==> config.mk <==
export PLATFORM = sky130hd
export DESIGN_NAME = afeav_top
export DESIGN_NICKNAME = d
export VERILOG_FILES = /design/src/rtl/afeav_pkg.sv /design/src/rtl/afeav_fifo.sv /design/src/rtl/afeav_top.sv
export SDC_FILE = /design/constraint.sdc
export NUM_CORES = 2
export LEC_CHECK = 0
export CAP_MARGIN = 10
export CELL_PAD_IN_SITES_DETAIL_PLACEMENT = 1
export CELL_PAD_IN_SITES_GLOBAL_PLACEMENT = 1
export CORE_MARGIN = 10
export CORE_UTILIZATION = 55
export CTS_CLUSTER_SIZE = 8
export DETAILED_ROUTE_END_ITERATION = 10
export DONT_BUFFER_PORTS = 1
export MAX_ROUTING_LAYER = met4
export PLACE_DENSITY_LB_ADDON = 0.12
export SYNTH_ARGS = -nofsm -noshare
export SYNTH_HDL_FRONTEND = slang
export SYNTH_SLANG_ARGS = --single-unit
==> constraint.sdc <==
create_clock -name CLK_SYS -period 252.3 [get_ports CLK_SYS]
set_clock_uncertainty 0.05 [all_clocks]
set_input_delay 0 -clock CLK_SYS [delete_from_list [all_inputs] [get_ports CLK_SYS]]
set_output_delay 0 -clock CLK_SYS [all_outputs]
set_load 0.01 [all_outputs]
==> src/rtl/afeav_pkg.sv <==
`default_nettype none

package afeav_pkg;

  // Front-end clock and conversion timing
  localparam int unsigned CLK_FREQ_MHZ    = 40;
  localparam int unsigned CONV_TIME_US    = 50;
  localparam int unsigned CONV_CYCLES     = CONV_TIME_US * CLK_FREQ_MHZ;

  // Serial word layout
  localparam int unsigned SPI_WORD_BITS   = 32;
  localparam int unsigned SPI_ADDR_BITS   = 8;
  localparam int unsigned REG_DATA_BITS   = 24;
  localparam logic [4:0]  SPI_LAST_ADDR_BIT = 5'h07;
  localparam logic [4:0]  SPI_LAST_BIT      = 5'h1f;

  // Result format
  localparam int unsigned CODE_BITS       = 22;
  localparam int unsigned SUM_BITS        = 30;

  // Register offsets
  localparam logic [7:0] ADDR_CONTROL0       = 8'h00;
  localparam logic [7:0] ADDR_TMR_FIRST      = 8'h01;
  localparam logic [7:0] ADDR_TMR_LAST       = 8'h1d;
  localparam logic [7:0] ADDR_FIRST_CONTROL  = 8'h1e;
  localparam logic [7:0] ADDR_AVG_COUNT      = 8'h20;
  localparam logic [7:0] ADDR_LED_CURRENT    = 8'h22;
  localparam logic [7:0] ADDR_PHASE_ONE      = 8'h2a;
  localparam logic [7:0] ADDR_PHASE_TWO      = 8'h2b;
  localparam logic [7:0] ADDR_PHASE_THREE    = 8'h2c;
  localparam logic [7:0] ADDR_PHASE_FOUR     = 8'h2d;
  localparam logic [7:0] ADDR_COMBINED_FIRST = 8'h2e;
  localparam logic [7:0] ADDR_COMBINED_SECOND = 8'h2f;

  // Field positions
  localparam int unsigned BIT_SPI_READ      = 0;
  localparam int unsigned BIT_SW_RESET      = 3;
  localparam int unsigned BIT_TIMER_ENABLE  = 0;

  // Timing word indices (offset of each timing register)
  localparam int unsigned TMR_RED_LED_ST    = 3;
  localparam int unsigned TMR_RED_LED_END   = 4;
  localparam int unsigned TMR_RED_AMB_ST    = 5;
  localparam int unsigned TMR_RED_AMB_END   = 6;
  localparam int unsigned TMR_IR_LED_ST     = 9;
  localparam int unsigned TMR_IR_LED_END    = 10;
  localparam int unsigned TMR_IR_AMB_ST     = 11;
  localparam int unsigned TMR_IR_AMB_END    = 12;
  localparam int unsigned TMR_CONV_RST_ST   = 21;
  localparam int unsigned TMR_PERIOD        = 29;

  // Values after reset
  localparam logic [15:0] TMR_RESET [1:29] = '{
    16'h17a2, 16'h1f3e, 16'h1770, 16'h1f3f, 16'h0032, 16'h07ce, 16'h0802,
    16'h0f9e, 16'h07d0, 16'h0f9f, 16'h0fd2, 16'h176e, 16'h0004, 16'h07cf,
    16'h07d4, 16'h0f9f, 16'h0fa4, 16'h176f, 16'h1774, 16'h1f3f, 16'h0000,
    16'h0003, 16'h07d0, 16'h07d3, 16'h0fa0, 16'h0fa3, 16'h1770, 16'h1773,
    16'h1f3f};
  localparam logic [7:0]  AVG_COUNT_RESET   = 8'h02;
  localparam logic [15:0] LED_CURRENT_RESET = 16'h0000;

endpackage

`default_nettype wire

==> src/rtl/afeav_fifo.sv <==
`timescale 1ns/100ps
`default_nettype none

module afeav_fifo
  import afeav_pkg::*;
#(
  parameter int unsigned WIDTH = 22,
  parameter int unsigned DEPTH = 8
)
(
  // Clock and reset
  input  wire logic             clk,
  input  wire logic             rst,
  // Filling side
  input  wire logic             in_valid,
  output logic                  in_ready,
  input  wire logic [WIDTH-1:0] in_data,
  // Draining side
  output logic                  out_valid,
  input  wire logic             out_ready,
  output logic      [WIDTH-1:0] out_data
);

  localparam int unsigned AW = $clog2(DEPTH);

  logic [WIDTH-1:0] mem [DEPTH];
  logic [AW-1:0]    wr_ptr;
  logic [AW-1:0]    rd_ptr;
  logic [AW:0]      fill;
  wire              push = in_valid & in_ready;
  wire              pop  = out_valid & out_ready;

  assign in_ready  = (fill != (AW+1)'(DEPTH));
  assign out_valid = (fill != '0);
  assign out_data  = mem[rd_ptr];

  always_ff @(posedge clk)
  begin
    if (push)
    begin
      mem[wr_ptr] <= in_data;
    end
  end

  always_ff @(posedge clk or posedge rst)
  begin
    if (rst)
    begin
      wr_ptr <= '0;
      rd_ptr <= '0;
      fill   <= '0;
    end
    else
    begin
      if (push)
        wr_ptr <= (wr_ptr == AW'(DEPTH-1)) ? '0 : wr_ptr + 1'b1;
      if (pop)
        rd_ptr <= (rd_ptr == AW'(DEPTH-1)) ? '0 : rd_ptr + 1'b1;
      fill <= fill + (AW+1)'(push) - (AW+1)'(pop);
    end
  end

endmodule

`default_nettype wire

==> src/rtl/afeav_top.sv <==
`timescale 1ns/100ps
`default_nettype none

// Functional notes
// - Conversion phase starts when converter reset falls; each conversion lasts 50 us.
// - Result is a 22-bit twos-complement code in low bits of 24-bit word.
// - Results are twos complement and shifted out to the host MSB first.
// - Upper two bits sign-extend the code so the 24-bit word is valid.
// - One code step is 1.2 V over 2^21; full scale maps to extreme codes.
// - Samples of a phase accumulate per completed conversion and average to one result.
// - Samples averaged per phase default to 2.
// - Phase average is committed at the next rising edge of converter reset.
// - Pulses at 25, 50, 75 percent commit to phase one, two, three results.
// - Start-of-period pulse commits pending average to phase four result.
// - Same pulse updates both combined results from their phase pairs.
// - Ready strobe rises once all six results valid; host reads afterwards.
// - LED current uses 8-bit setting per LED; maximum equals 50 mA.
// - Red and infrared current settings share one 16-bit register, red in the low byte.
// - LED drive-active is low throughout every ambient measurement phase.
// - 16-bit period count ends the period; timing count restarts at zero.
module afeav_top
  import afeav_pkg::*;
#(
  parameter int unsigned FIFO_DEPTH = 8
)
(
  // Clock and reset
  input  wire logic                 CLK_SYS,
  input  wire logic                 RST,
  // Serial register port
  input  wire logic                 SPI_SCLK,
  input  wire logic                 SPI_CS_N,
  input  wire logic                 SPI_MOSI,
  output logic                      SPI_MISO,
  // Converter
  output logic                      ADC_RESET,
  output logic                      ADC_CONV_START,
  input  wire logic                 ADC_SAMPLE_VALID,
  output logic                      ADC_SAMPLE_READY,
  input  wire logic [CODE_BITS-1:0] ADC_SAMPLE_DATA,
  output logic                      ADC_RDY,
  // LED drive
  output logic                      LED_DRIVE_ACTIVE,
  output logic                      RED_EMITTER_ON,
  output logic                      INFRARED_EMITTER_ON,
  output logic [7:0]                RED_EMITTER_CURRENT,
  output logic [7:0]                INFRARED_EMITTER_CURRENT
);

  ////////////////////////////////////////////////////////////////////////////
  // Register storage

  logic        spi_read;
  logic        timing_engine_enable;
  logic [15:0] tmr [1:29];
  logic [7:0]  avg_count;
  logic [15:0] led_current_source;
  logic [23:0] result [6];
  logic [3:0]  phase_valid;

  ////////////////////////////////////////////////////////////////////////////
  // Serial port, sampled on the system clock

  logic        sclk_q;
  logic [4:0]  bit_cnt;
  logic [30:0] shift_in;
  logic [23:0] shift_out;
  wire         sclk_rise = SPI_SCLK & ~sclk_q & ~SPI_CS_N;
  wire         sclk_fall = ~SPI_SCLK & sclk_q & ~SPI_CS_N;
  wire  [7:0]  rd_addr   = {shift_in[6:0], SPI_MOSI};
  wire         wr_stb    = sclk_rise & (bit_cnt == SPI_LAST_BIT);
  wire  [7:0]  wr_addr   = shift_in[30:23];
  wire  [23:0] wr_data   = {shift_in[22:0], SPI_MOSI};
  wire         wr_ctrl0  = wr_stb & (wr_addr == ADDR_CONTROL0);
  // Other registers are writable only outside readback mode
  wire         wr_other  = wr_stb & ~spi_read;
  wire         sw_reset  = wr_ctrl0 & wr_data[BIT_SW_RESET];
  wire         wr_tmr    = wr_other & (wr_addr >= ADDR_TMR_FIRST) & (wr_addr <= ADDR_TMR_LAST);
  wire         wr_fctl   = wr_other & (wr_addr == ADDR_FIRST_CONTROL);
  wire         wr_avg    = wr_other & (wr_addr == ADDR_AVG_COUNT);
  wire         wr_led    = wr_other & (wr_addr == ADDR_LED_CURRENT);

  wire         rd_is_tmr = (rd_addr >= ADDR_TMR_FIRST) & (rd_addr <= ADDR_TMR_LAST);
  wire         rd_is_res = (rd_addr >= ADDR_PHASE_ONE) & (rd_addr <= ADDR_COMBINED_SECOND);
  wire  [2:0]  rd_res_ix = 3'(rd_addr - ADDR_PHASE_ONE);
  wire  [23:0] rd_data   =
    rd_is_res                        ? result[rd_res_ix] :
    rd_is_tmr                        ? {8'h00, tmr[rd_addr[4:0]]} :
    (rd_addr == ADDR_CONTROL0)       ? {23'h000000, spi_read} :
    (rd_addr == ADDR_FIRST_CONTROL)  ? {23'h000000, timing_engine_enable} :
    (rd_addr == ADDR_AVG_COUNT)      ? {16'h0000, avg_count} :
    (rd_addr == ADDR_LED_CURRENT)    ? {8'h00, led_current_source} :
                                       24'h000000;

  always_ff @(posedge CLK_SYS or posedge RST)
  begin
    if (RST)
    begin
      sclk_q    <= 1'b0;
      bit_cnt   <= '0;
      shift_in  <= '0;
      shift_out <= '0;
      SPI_MISO  <= 1'b0;
    end
    else
    begin
      sclk_q <= SPI_SCLK;
      if (SPI_CS_N)
        bit_cnt <= '0;
      else if (sclk_rise)
        bit_cnt <= bit_cnt + 1'b1;
      if (sclk_rise)
        shift_in <= {shift_in[29:0], SPI_MOSI};
      if (sclk_rise & (bit_cnt == SPI_LAST_ADDR_BIT) & spi_read)
        shift_out <= rd_data;
      else if (sclk_fall)
        shift_out <= {shift_out[22:0], 1'b0};
      if (sclk_fall)
        SPI_MISO <= shift_out[23];
    end
  end

  ////////////////////////////////////////////////////////////////////////////
  // Host-written registers

  always_ff @(posedge CLK_SYS or posedge RST)
  begin
    if (RST)
    begin
      spi_read             <= 1'b0;
      timing_engine_enable <= 1'b0;
      avg_count            <= AVG_COUNT_RESET;
      led_current_source   <= LED_CURRENT_RESET;
      for (int i = 1; i <= 29; i++)
        tmr[i] <= TMR_RESET[i];
    end
    else if (sw_reset)
    begin
      spi_read             <= 1'b0;
      timing_engine_enable <= 1'b0;
      avg_count            <= AVG_COUNT_RESET;
      led_current_source   <= LED_CURRENT_RESET;
      for (int i = 1; i <= 29; i++)
        tmr[i] <= TMR_RESET[i];
    end
    else
    begin
      if (wr_ctrl0)
        spi_read <= wr_data[BIT_SPI_READ];
      if (wr_fctl)
        timing_engine_enable <= wr_data[BIT_TIMER_ENABLE];
      if (wr_avg)
        avg_count <= wr_data[7:0];
      if (wr_led)
        led_current_source <= wr_data[15:0];
      if (wr_tmr)
        tmr[wr_addr[4:0]] <= wr_data[15:0];
    end
  end

  // Eight-bit code per emitter; full code is the 50 mA ceiling
  assign RED_EMITTER_CURRENT      = led_current_source[7:0];
  assign INFRARED_EMITTER_CURRENT = led_current_source[15:8];

  ////////////////////////////////////////////////////////////////////////////
  // Timing engine

  logic [15:0] cnt;
  wire         period_end = (cnt >= tmr[TMR_PERIOD]);
  logic [3:0]  rst_win;

  always_ff @(posedge CLK_SYS or posedge RST)
  begin
    if (RST)
      cnt <= '0;
    else if (~timing_engine_enable | period_end)
      cnt <= '0;
    else
      cnt <= cnt + 1'b1;
  end

  function automatic logic in_window(input logic [15:0] c, input logic [15:0] s, input logic [15:0] e);
    in_window = (c >= s) & (c <= e);
  endfunction

  for (genvar k = 0; k < 4; k++)
  begin : g_rst
    assign rst_win[k] = timing_engine_enable
                      & in_window(cnt, tmr[TMR_CONV_RST_ST + 2*k], tmr[TMR_CONV_RST_ST + 2*k + 1]);
  end

  wire red_win = in_window(cnt, tmr[TMR_RED_LED_ST], tmr[TMR_RED_LED_END]);
  wire ir_win  = in_window(cnt, tmr[TMR_IR_LED_ST], tmr[TMR_IR_LED_END]);
  wire amb_win = in_window(cnt, tmr[TMR_RED_AMB_ST], tmr[TMR_RED_AMB_END])
               | in_window(cnt, tmr[TMR_IR_AMB_ST], tmr[TMR_IR_AMB_END]);
  wire next_led_active = timing_engine_enable & (red_win | ir_win) & ~amb_win;

  wire       adc_rst_w = |rst_win;
  wire       rst_rise  = adc_rst_w & ~ADC_RESET;
  wire       rst_fall  = ~adc_rst_w & ADC_RESET;
  wire [1:0] rise_ix   = rst_win[1] ? 2'h1 : rst_win[2] ? 2'h2 : rst_win[3] ? 2'h3 : 2'h0;

  ////////////////////////////////////////////////////////////////////////////
  // Conversion phase and averaging

  logic                phase_open;
  logic [1:0]          phase_ix;
  logic [1:0]          last_ix;
  logic [11:0]         conv_tmr;
  logic [7:0]          conv_issued;
  logic [SUM_BITS-1:0] acc;
  wire                 fifo_valid;
  wire [CODE_BITS-1:0] fifo_data;
  // Samples drain only inside an open phase; otherwise the buffer fills
  wire                 take = phase_open & ~rst_rise & timing_engine_enable;
  wire                 pop  = take & fifo_valid;
  wire                 conv_due = phase_open & (conv_tmr == '0) & (conv_issued < avg_count);

  wire [8:0]                  divisor = (avg_count == 8'h00) ? 9'h001 : {1'b0, avg_count};
  wire signed [SUM_BITS-1:0]  quot    = $signed(acc) / $signed(divisor);
  // Sign extension keeps the 24-bit word a valid twos-complement value
  wire [23:0]                 avg_word = {{2{quot[CODE_BITS-1]}}, quot[CODE_BITS-1:0]};
  wire [23:0]                 comb_one = 24'(result[0] - result[1]);
  wire [23:0]                 comb_two = 24'(result[2] - avg_word);
  wire                        commit   = rst_rise & phase_open;

  afeav_fifo #(
    .WIDTH (CODE_BITS),
    .DEPTH (FIFO_DEPTH)
  ) u_fifo (
    .clk       (CLK_SYS),
    .rst       (RST),
    .in_valid  (ADC_SAMPLE_VALID),
    .in_ready  (ADC_SAMPLE_READY),
    .in_data   (ADC_SAMPLE_DATA),
    .out_valid (fifo_valid),
    .out_ready (take),
    .out_data  (fifo_data)
  );

  always_ff @(posedge CLK_SYS or posedge RST)
  begin
    if (RST)
    begin
      ADC_RESET        <= 1'b0;
      LED_DRIVE_ACTIVE <= 1'b0;
      RED_EMITTER_ON   <= 1'b0;
      INFRARED_EMITTER_ON <= 1'b0;
      phase_open       <= 1'b0;
      phase_ix         <= '0;
      last_ix          <= '0;
      conv_tmr         <= '0;
      conv_issued      <= '0;
      ADC_CONV_START   <= 1'b0;
      acc              <= '0;
    end
    else
    begin
      ADC_RESET           <= adc_rst_w;
      LED_DRIVE_ACTIVE    <= next_led_active;
      RED_EMITTER_ON      <= next_led_active & red_win;
      INFRARED_EMITTER_ON <= next_led_active & ir_win;
      ADC_CONV_START      <= conv_due;
      if (rst_rise)
        last_ix <= rise_ix;
      if (rst_fall)
      begin
        phase_open  <= 1'b1;
        phase_ix    <= last_ix;
        conv_tmr    <= '0;
        conv_issued <= '0;
        acc         <= '0;
      end
      else if (rst_rise | ~timing_engine_enable)
        phase_open <= 1'b0;
      else if (phase_open)
      begin
        conv_tmr <= (conv_tmr == 12'(CONV_CYCLES - 1)) ? '0 : conv_tmr + 1'b1;
        if (conv_due)
          conv_issued <= conv_issued + 1'b1;
        if (pop)
          acc <= acc + SUM_BITS'($signed(fifo_data));
      end
    end
  end

  ////////////////////////////////////////////////////////////////////////////
  // Result writeback and ready strobe

  always_ff @(posedge CLK_SYS or posedge RST)
  begin
    if (RST)
    begin
      for (int i = 0; i < 6; i++)
        result[i] <= '0;
      phase_valid <= '0;
      ADC_RDY     <= 1'b0;
    end
    else
    begin
      ADC_RDY <= commit & (phase_ix == 2'h3) & (&phase_valid[2:0]);
      if (commit)
      begin
        result[phase_ix]         <= avg_word;
        phase_valid[phase_ix]    <= 1'b1;
        if (phase_ix == 2'h3)
        begin
          result[4] <= comb_one;
          result[5] <= comb_two;
        end
      end
    end
  end

endmodule

`default_nettype wire

==> run metrics <==
FP Rows 131; Synthesis Warnings 0; top_reg_cell synth dfrtp_1; Clock Root Buffer clkbuf_16; Top delay family on crit path compound AO/OA/AOI/OAI gates; Max stage delay on crit path 850 ps; clock sinks 954; CTS tree yes; Distinct cells, synth 133; Worst R2R Path Depth 374; Worst R2R End result[23]; number of global-route vias before repair 68500; cell area after synthesis 70500 um^2; Post-Syn Instances 7895; RSZ-0062 raised after global routing no; starting density of the core 55.3%; I/O pin count 52; DP HPWL 183000 um; sequential area share after synthesis 35.5%; number of DRC markers in iteration 0 6131; Clock transition at path regs 60 ps; Final setup viols 0; combinational group share of total power 10.3%; Final #Nets 8438; Max Transition Viols Final 0; Worst-Margin Slew 1340 ps; #FFs+latches synth 954; GRT overflow 0; Final Hold Fails 0; Critical Path Most Common Cell o21a_1; Worst Path Required 252980 ps; worst hold stages 2; Slew headroom 10.2%; crit-path max FO 22; Setup Crit Path Kind reg2reg; CP endpoint kind flip-flop; Routed Antenna Nets 0; Area Growth Syn to Fin 9.14%; Mapped Nets 8502; Slowest-stage cell, CP nor2_1; GP Congestion 0.941; WHS Endpoint shift_in[29]; post-place setup slack 159820 ps; post-synthesis compound-gate area fraction 18.6%; GRT met1 Usage 44.8%; r2r startpoint acc[3]; Die ar. 143000 um^2; maxcap violations 0; clock power share 47.8%; via/cell ratio 6.77; post-synthesis mux area share 9.01%; worst skew pair latency 850 ps; setup tns final 0 ps; Core Region 128000 um^2; crit path buf inv count 18; Hold WC Path Type in2reg; post_cts resized 0; largest family of logic cells by synthesized area simple AND/OR/NAND/NOR gates; Post-synth EDFFs 176; hold wc startpoint SPI_CS_N; initial antenna violation count 9; Psw 114 uW; synthesized area per cell 8.93 um^2; Int Pwr 275 uW; ys async rst share 81.6%; GRT Max-Usage Layer met2; met3 usage in global routing 7.28%; critical path launch point type flip-flop; Synth Area in XOR/XNOR 3.26%; total track usage 38.9%; Max Freq 10.6 MHz; data arrival time of the worst path 95170 ps; setup slack after layout 157820 ps; # fillers 14600; share of cells above drive strength 1 12.2%; TritonRoute pass-1 iters 8; Total Wirelength 275000 um; global-route met2 utilization 61.9%; DRC Markers 0; CTS Buf Count 139; post-DR wirelength/cell 28.6 um; status finished clean; Lkg Pwr 33.7 nW; Sw Ratio 29.4%; # port buffers 0; Flop pwr share 41.9%; Max IR drop VDD 0.00812 mV; pwr/cell area 5.06 nW/um^2; R2R setup slack 157820 ps; largest net degree at the start of global routing 174; min Tclk post-route 94480 ps; adder-cell share of the synthesized area 10.4%; die height 378 um; CTS max path bufs 3; die width 378 um; simple-gate share of the synthesized area 18.8%; first-pass GRT wire length 417000 um; vias 65000; htree depth 4; Final Cycle Share 37.4%
==> worst max-delay path by stage <==
stage,from,end,cells past startpoint
after floorplan,avg_count[6],result[23],403
after global placement,acc[3],result[23],374
after detailed placement,acc[3],result[23],374
after CTS,acc[3],result[23],374
after global routing,acc[15],result[23],375
final,acc[3],result[23],374
==> cell usage after synthesis (15+ instances only) <==
cell	n	area share, %
nor3b_1	15	0.16
a221oi_1	32	0.40
nor2_1	482	2.6
nand2b_1	117	1.0
o21ai_0	386	2.7
o41ai_1	21	0.26
dfstp_2	211	7.9
o21bai_1	44	0.47
or4_1	18	0.19
a211o_1	16	0.20
nor3_1	210	1.5
a21o_1	119	1.3
o21a_1	156	1.7
o31ai_1	74	0.79
o22ai_1	26	0.23
buf_1	39	0.21
dfrtp_1	567	20
o211ai_1	166	1.8
inv_1	443	2.4
nand4_1	67	0.59
nand3_1	190	1.3
edfxtp_1	176	7.5
and3_1	47	0.42
ha_1	575	10
mux2i_1	129	1.8
xor2_1	83	1.0
xnor2_1	174	2.2
nor4_1	32	0.28
and2_1	53	0.47
clkbuf_1	321	1.7
or3_1	46	0.41
o21ai_1	44	0.31
or2_2	48	0.43
mux4_2	171	5.5
mux2_2	99	1.6
a211oi_1	87	0.93
a21oi_1	647	4.6
a31oi_1	32	0.28
nand2_1	1281	6.8
nor2b_1	95	0.84
==> metrics by stage <==
stage	utilization [%]	area (um^2)	std cells	power [mW]	hold slack, ps
after floorplan	-	70500	7895	0.185	-18.6
after global placement	56.6	72200	9299	0.202	-35.3
after detailed placement	56.6	72200	9299	0.203	-35.1
after CTS	60.3	76900	9596	0.387	9.36
after global routing	60.3	77000	9604	0.397	47.6
final	60.4	77000	9606	0.389	39.7
==> worst reg2reg max path, delay by kind of cell, from the launching register on <==
family / cells / cell delay (ps)
compound gates: 202 / 46090
fa+ha+maj: 33 / 10420
buf+inv: 18 / 2470
flops: 1 / 470
mux: 11 / 3540
simple gates: 110 / 31330
==> layer usage <==
layer,wire length [um],vias up
met5,0,-
met4,20900,0
met3,20200,1057
met2,129000,2971
met1,105000,32700
li1,-,28300
==> logic make-up (layout without fill, tap and decap cells) <==
family	Yosys count	after routing
AND/OR/NAND/NOR	2823	2823
adder cells (fa/ha/maj)	587	587
AO/OA/AOI/OAI	2038	2038
XOR/XNOR	260	260
buffers and inverters	827	866
multiplexers	406	406
other	0	10
flip-flops	954	954
==> power groups by stage <==
stage / combinational (mW) / clock [mW] / sequential, mW
after global placement: 0.0367 / 0 / 0.165
after CTS: 0.0390 / 0.185 / 0.163
after detailed placement: 0.0374 / 0 / 0.166
after global routing: 0.0407 / 0.193 / 0.163
final: 0.0402 / 0.186 / 0.163
after floorplan: 0.0227 / 0 / 0.163
==> placed cells by master, fill, tap and decap left out, types with 67 or more instances in the layout <==
master	n
nor3_1	205
xor2_1	83
nor2b_1	94
nor2_1	471
inv_1	441
a211oi_1	87
ha_1	575
mux2_2	99
clkbuf_1	87
o211ai_1	166
a21o_1	119
a21oi_1	647
o21a_1	156
nand2b_1	117
buf_4	123
edfxtp_1	176
o21ai_0	386
mux2i_1	129
o31ai_1	74
nand3_1	190
dfrtp_1	559
nand2_1	1277
xnor2_1	174
dfstp_2	211
mux4_2	171
nand4_1	67
clkbuf_16	142
==> what timing repair did <==
item,in CTS,in global routing
setup endpoints to repair,0,0
buffers inserted,0,0
hold buffers,53,0
hold endpoints to repair,606,0
==> state kept, by name, summed over array words and instances (netlist names), 3 cells and up <==
| register | cells |
|---|---|
| avg_count | 8 |
| shift_in | 31 |
| cnt | 16 |
| conv_issued | 8 |
| u_fifo.wr_ptr | 3 |
| shift_out | 24 |
| bit_cnt | 5 |
| phase_valid | 3 |
| u_fifo.rd_ptr | 3 |
| led_current_source | 16 |
| conv_tmr | 12 |
| u_fifo.mem | 176 |
| u_fifo.fill | 4 |
| result | 136 |
| tmr | 464 |
| acc | 30 |
==> area by class of cell <==
type	instances	area, um^2	share of cell area [%]
diodes	10	25.0	0.0325
multi-input cells	6114	42500	55.2
clock inverters	14	265	0.345
flip-flops and latches	954	25000	32.5
inverters	445	1680	2.18
clock buffers	230	3890	5.06
well taps	1662	2080	2.70
repair buffers	177	1510	1.96
No activity file was read; power rests on OpenSTA's default activity.
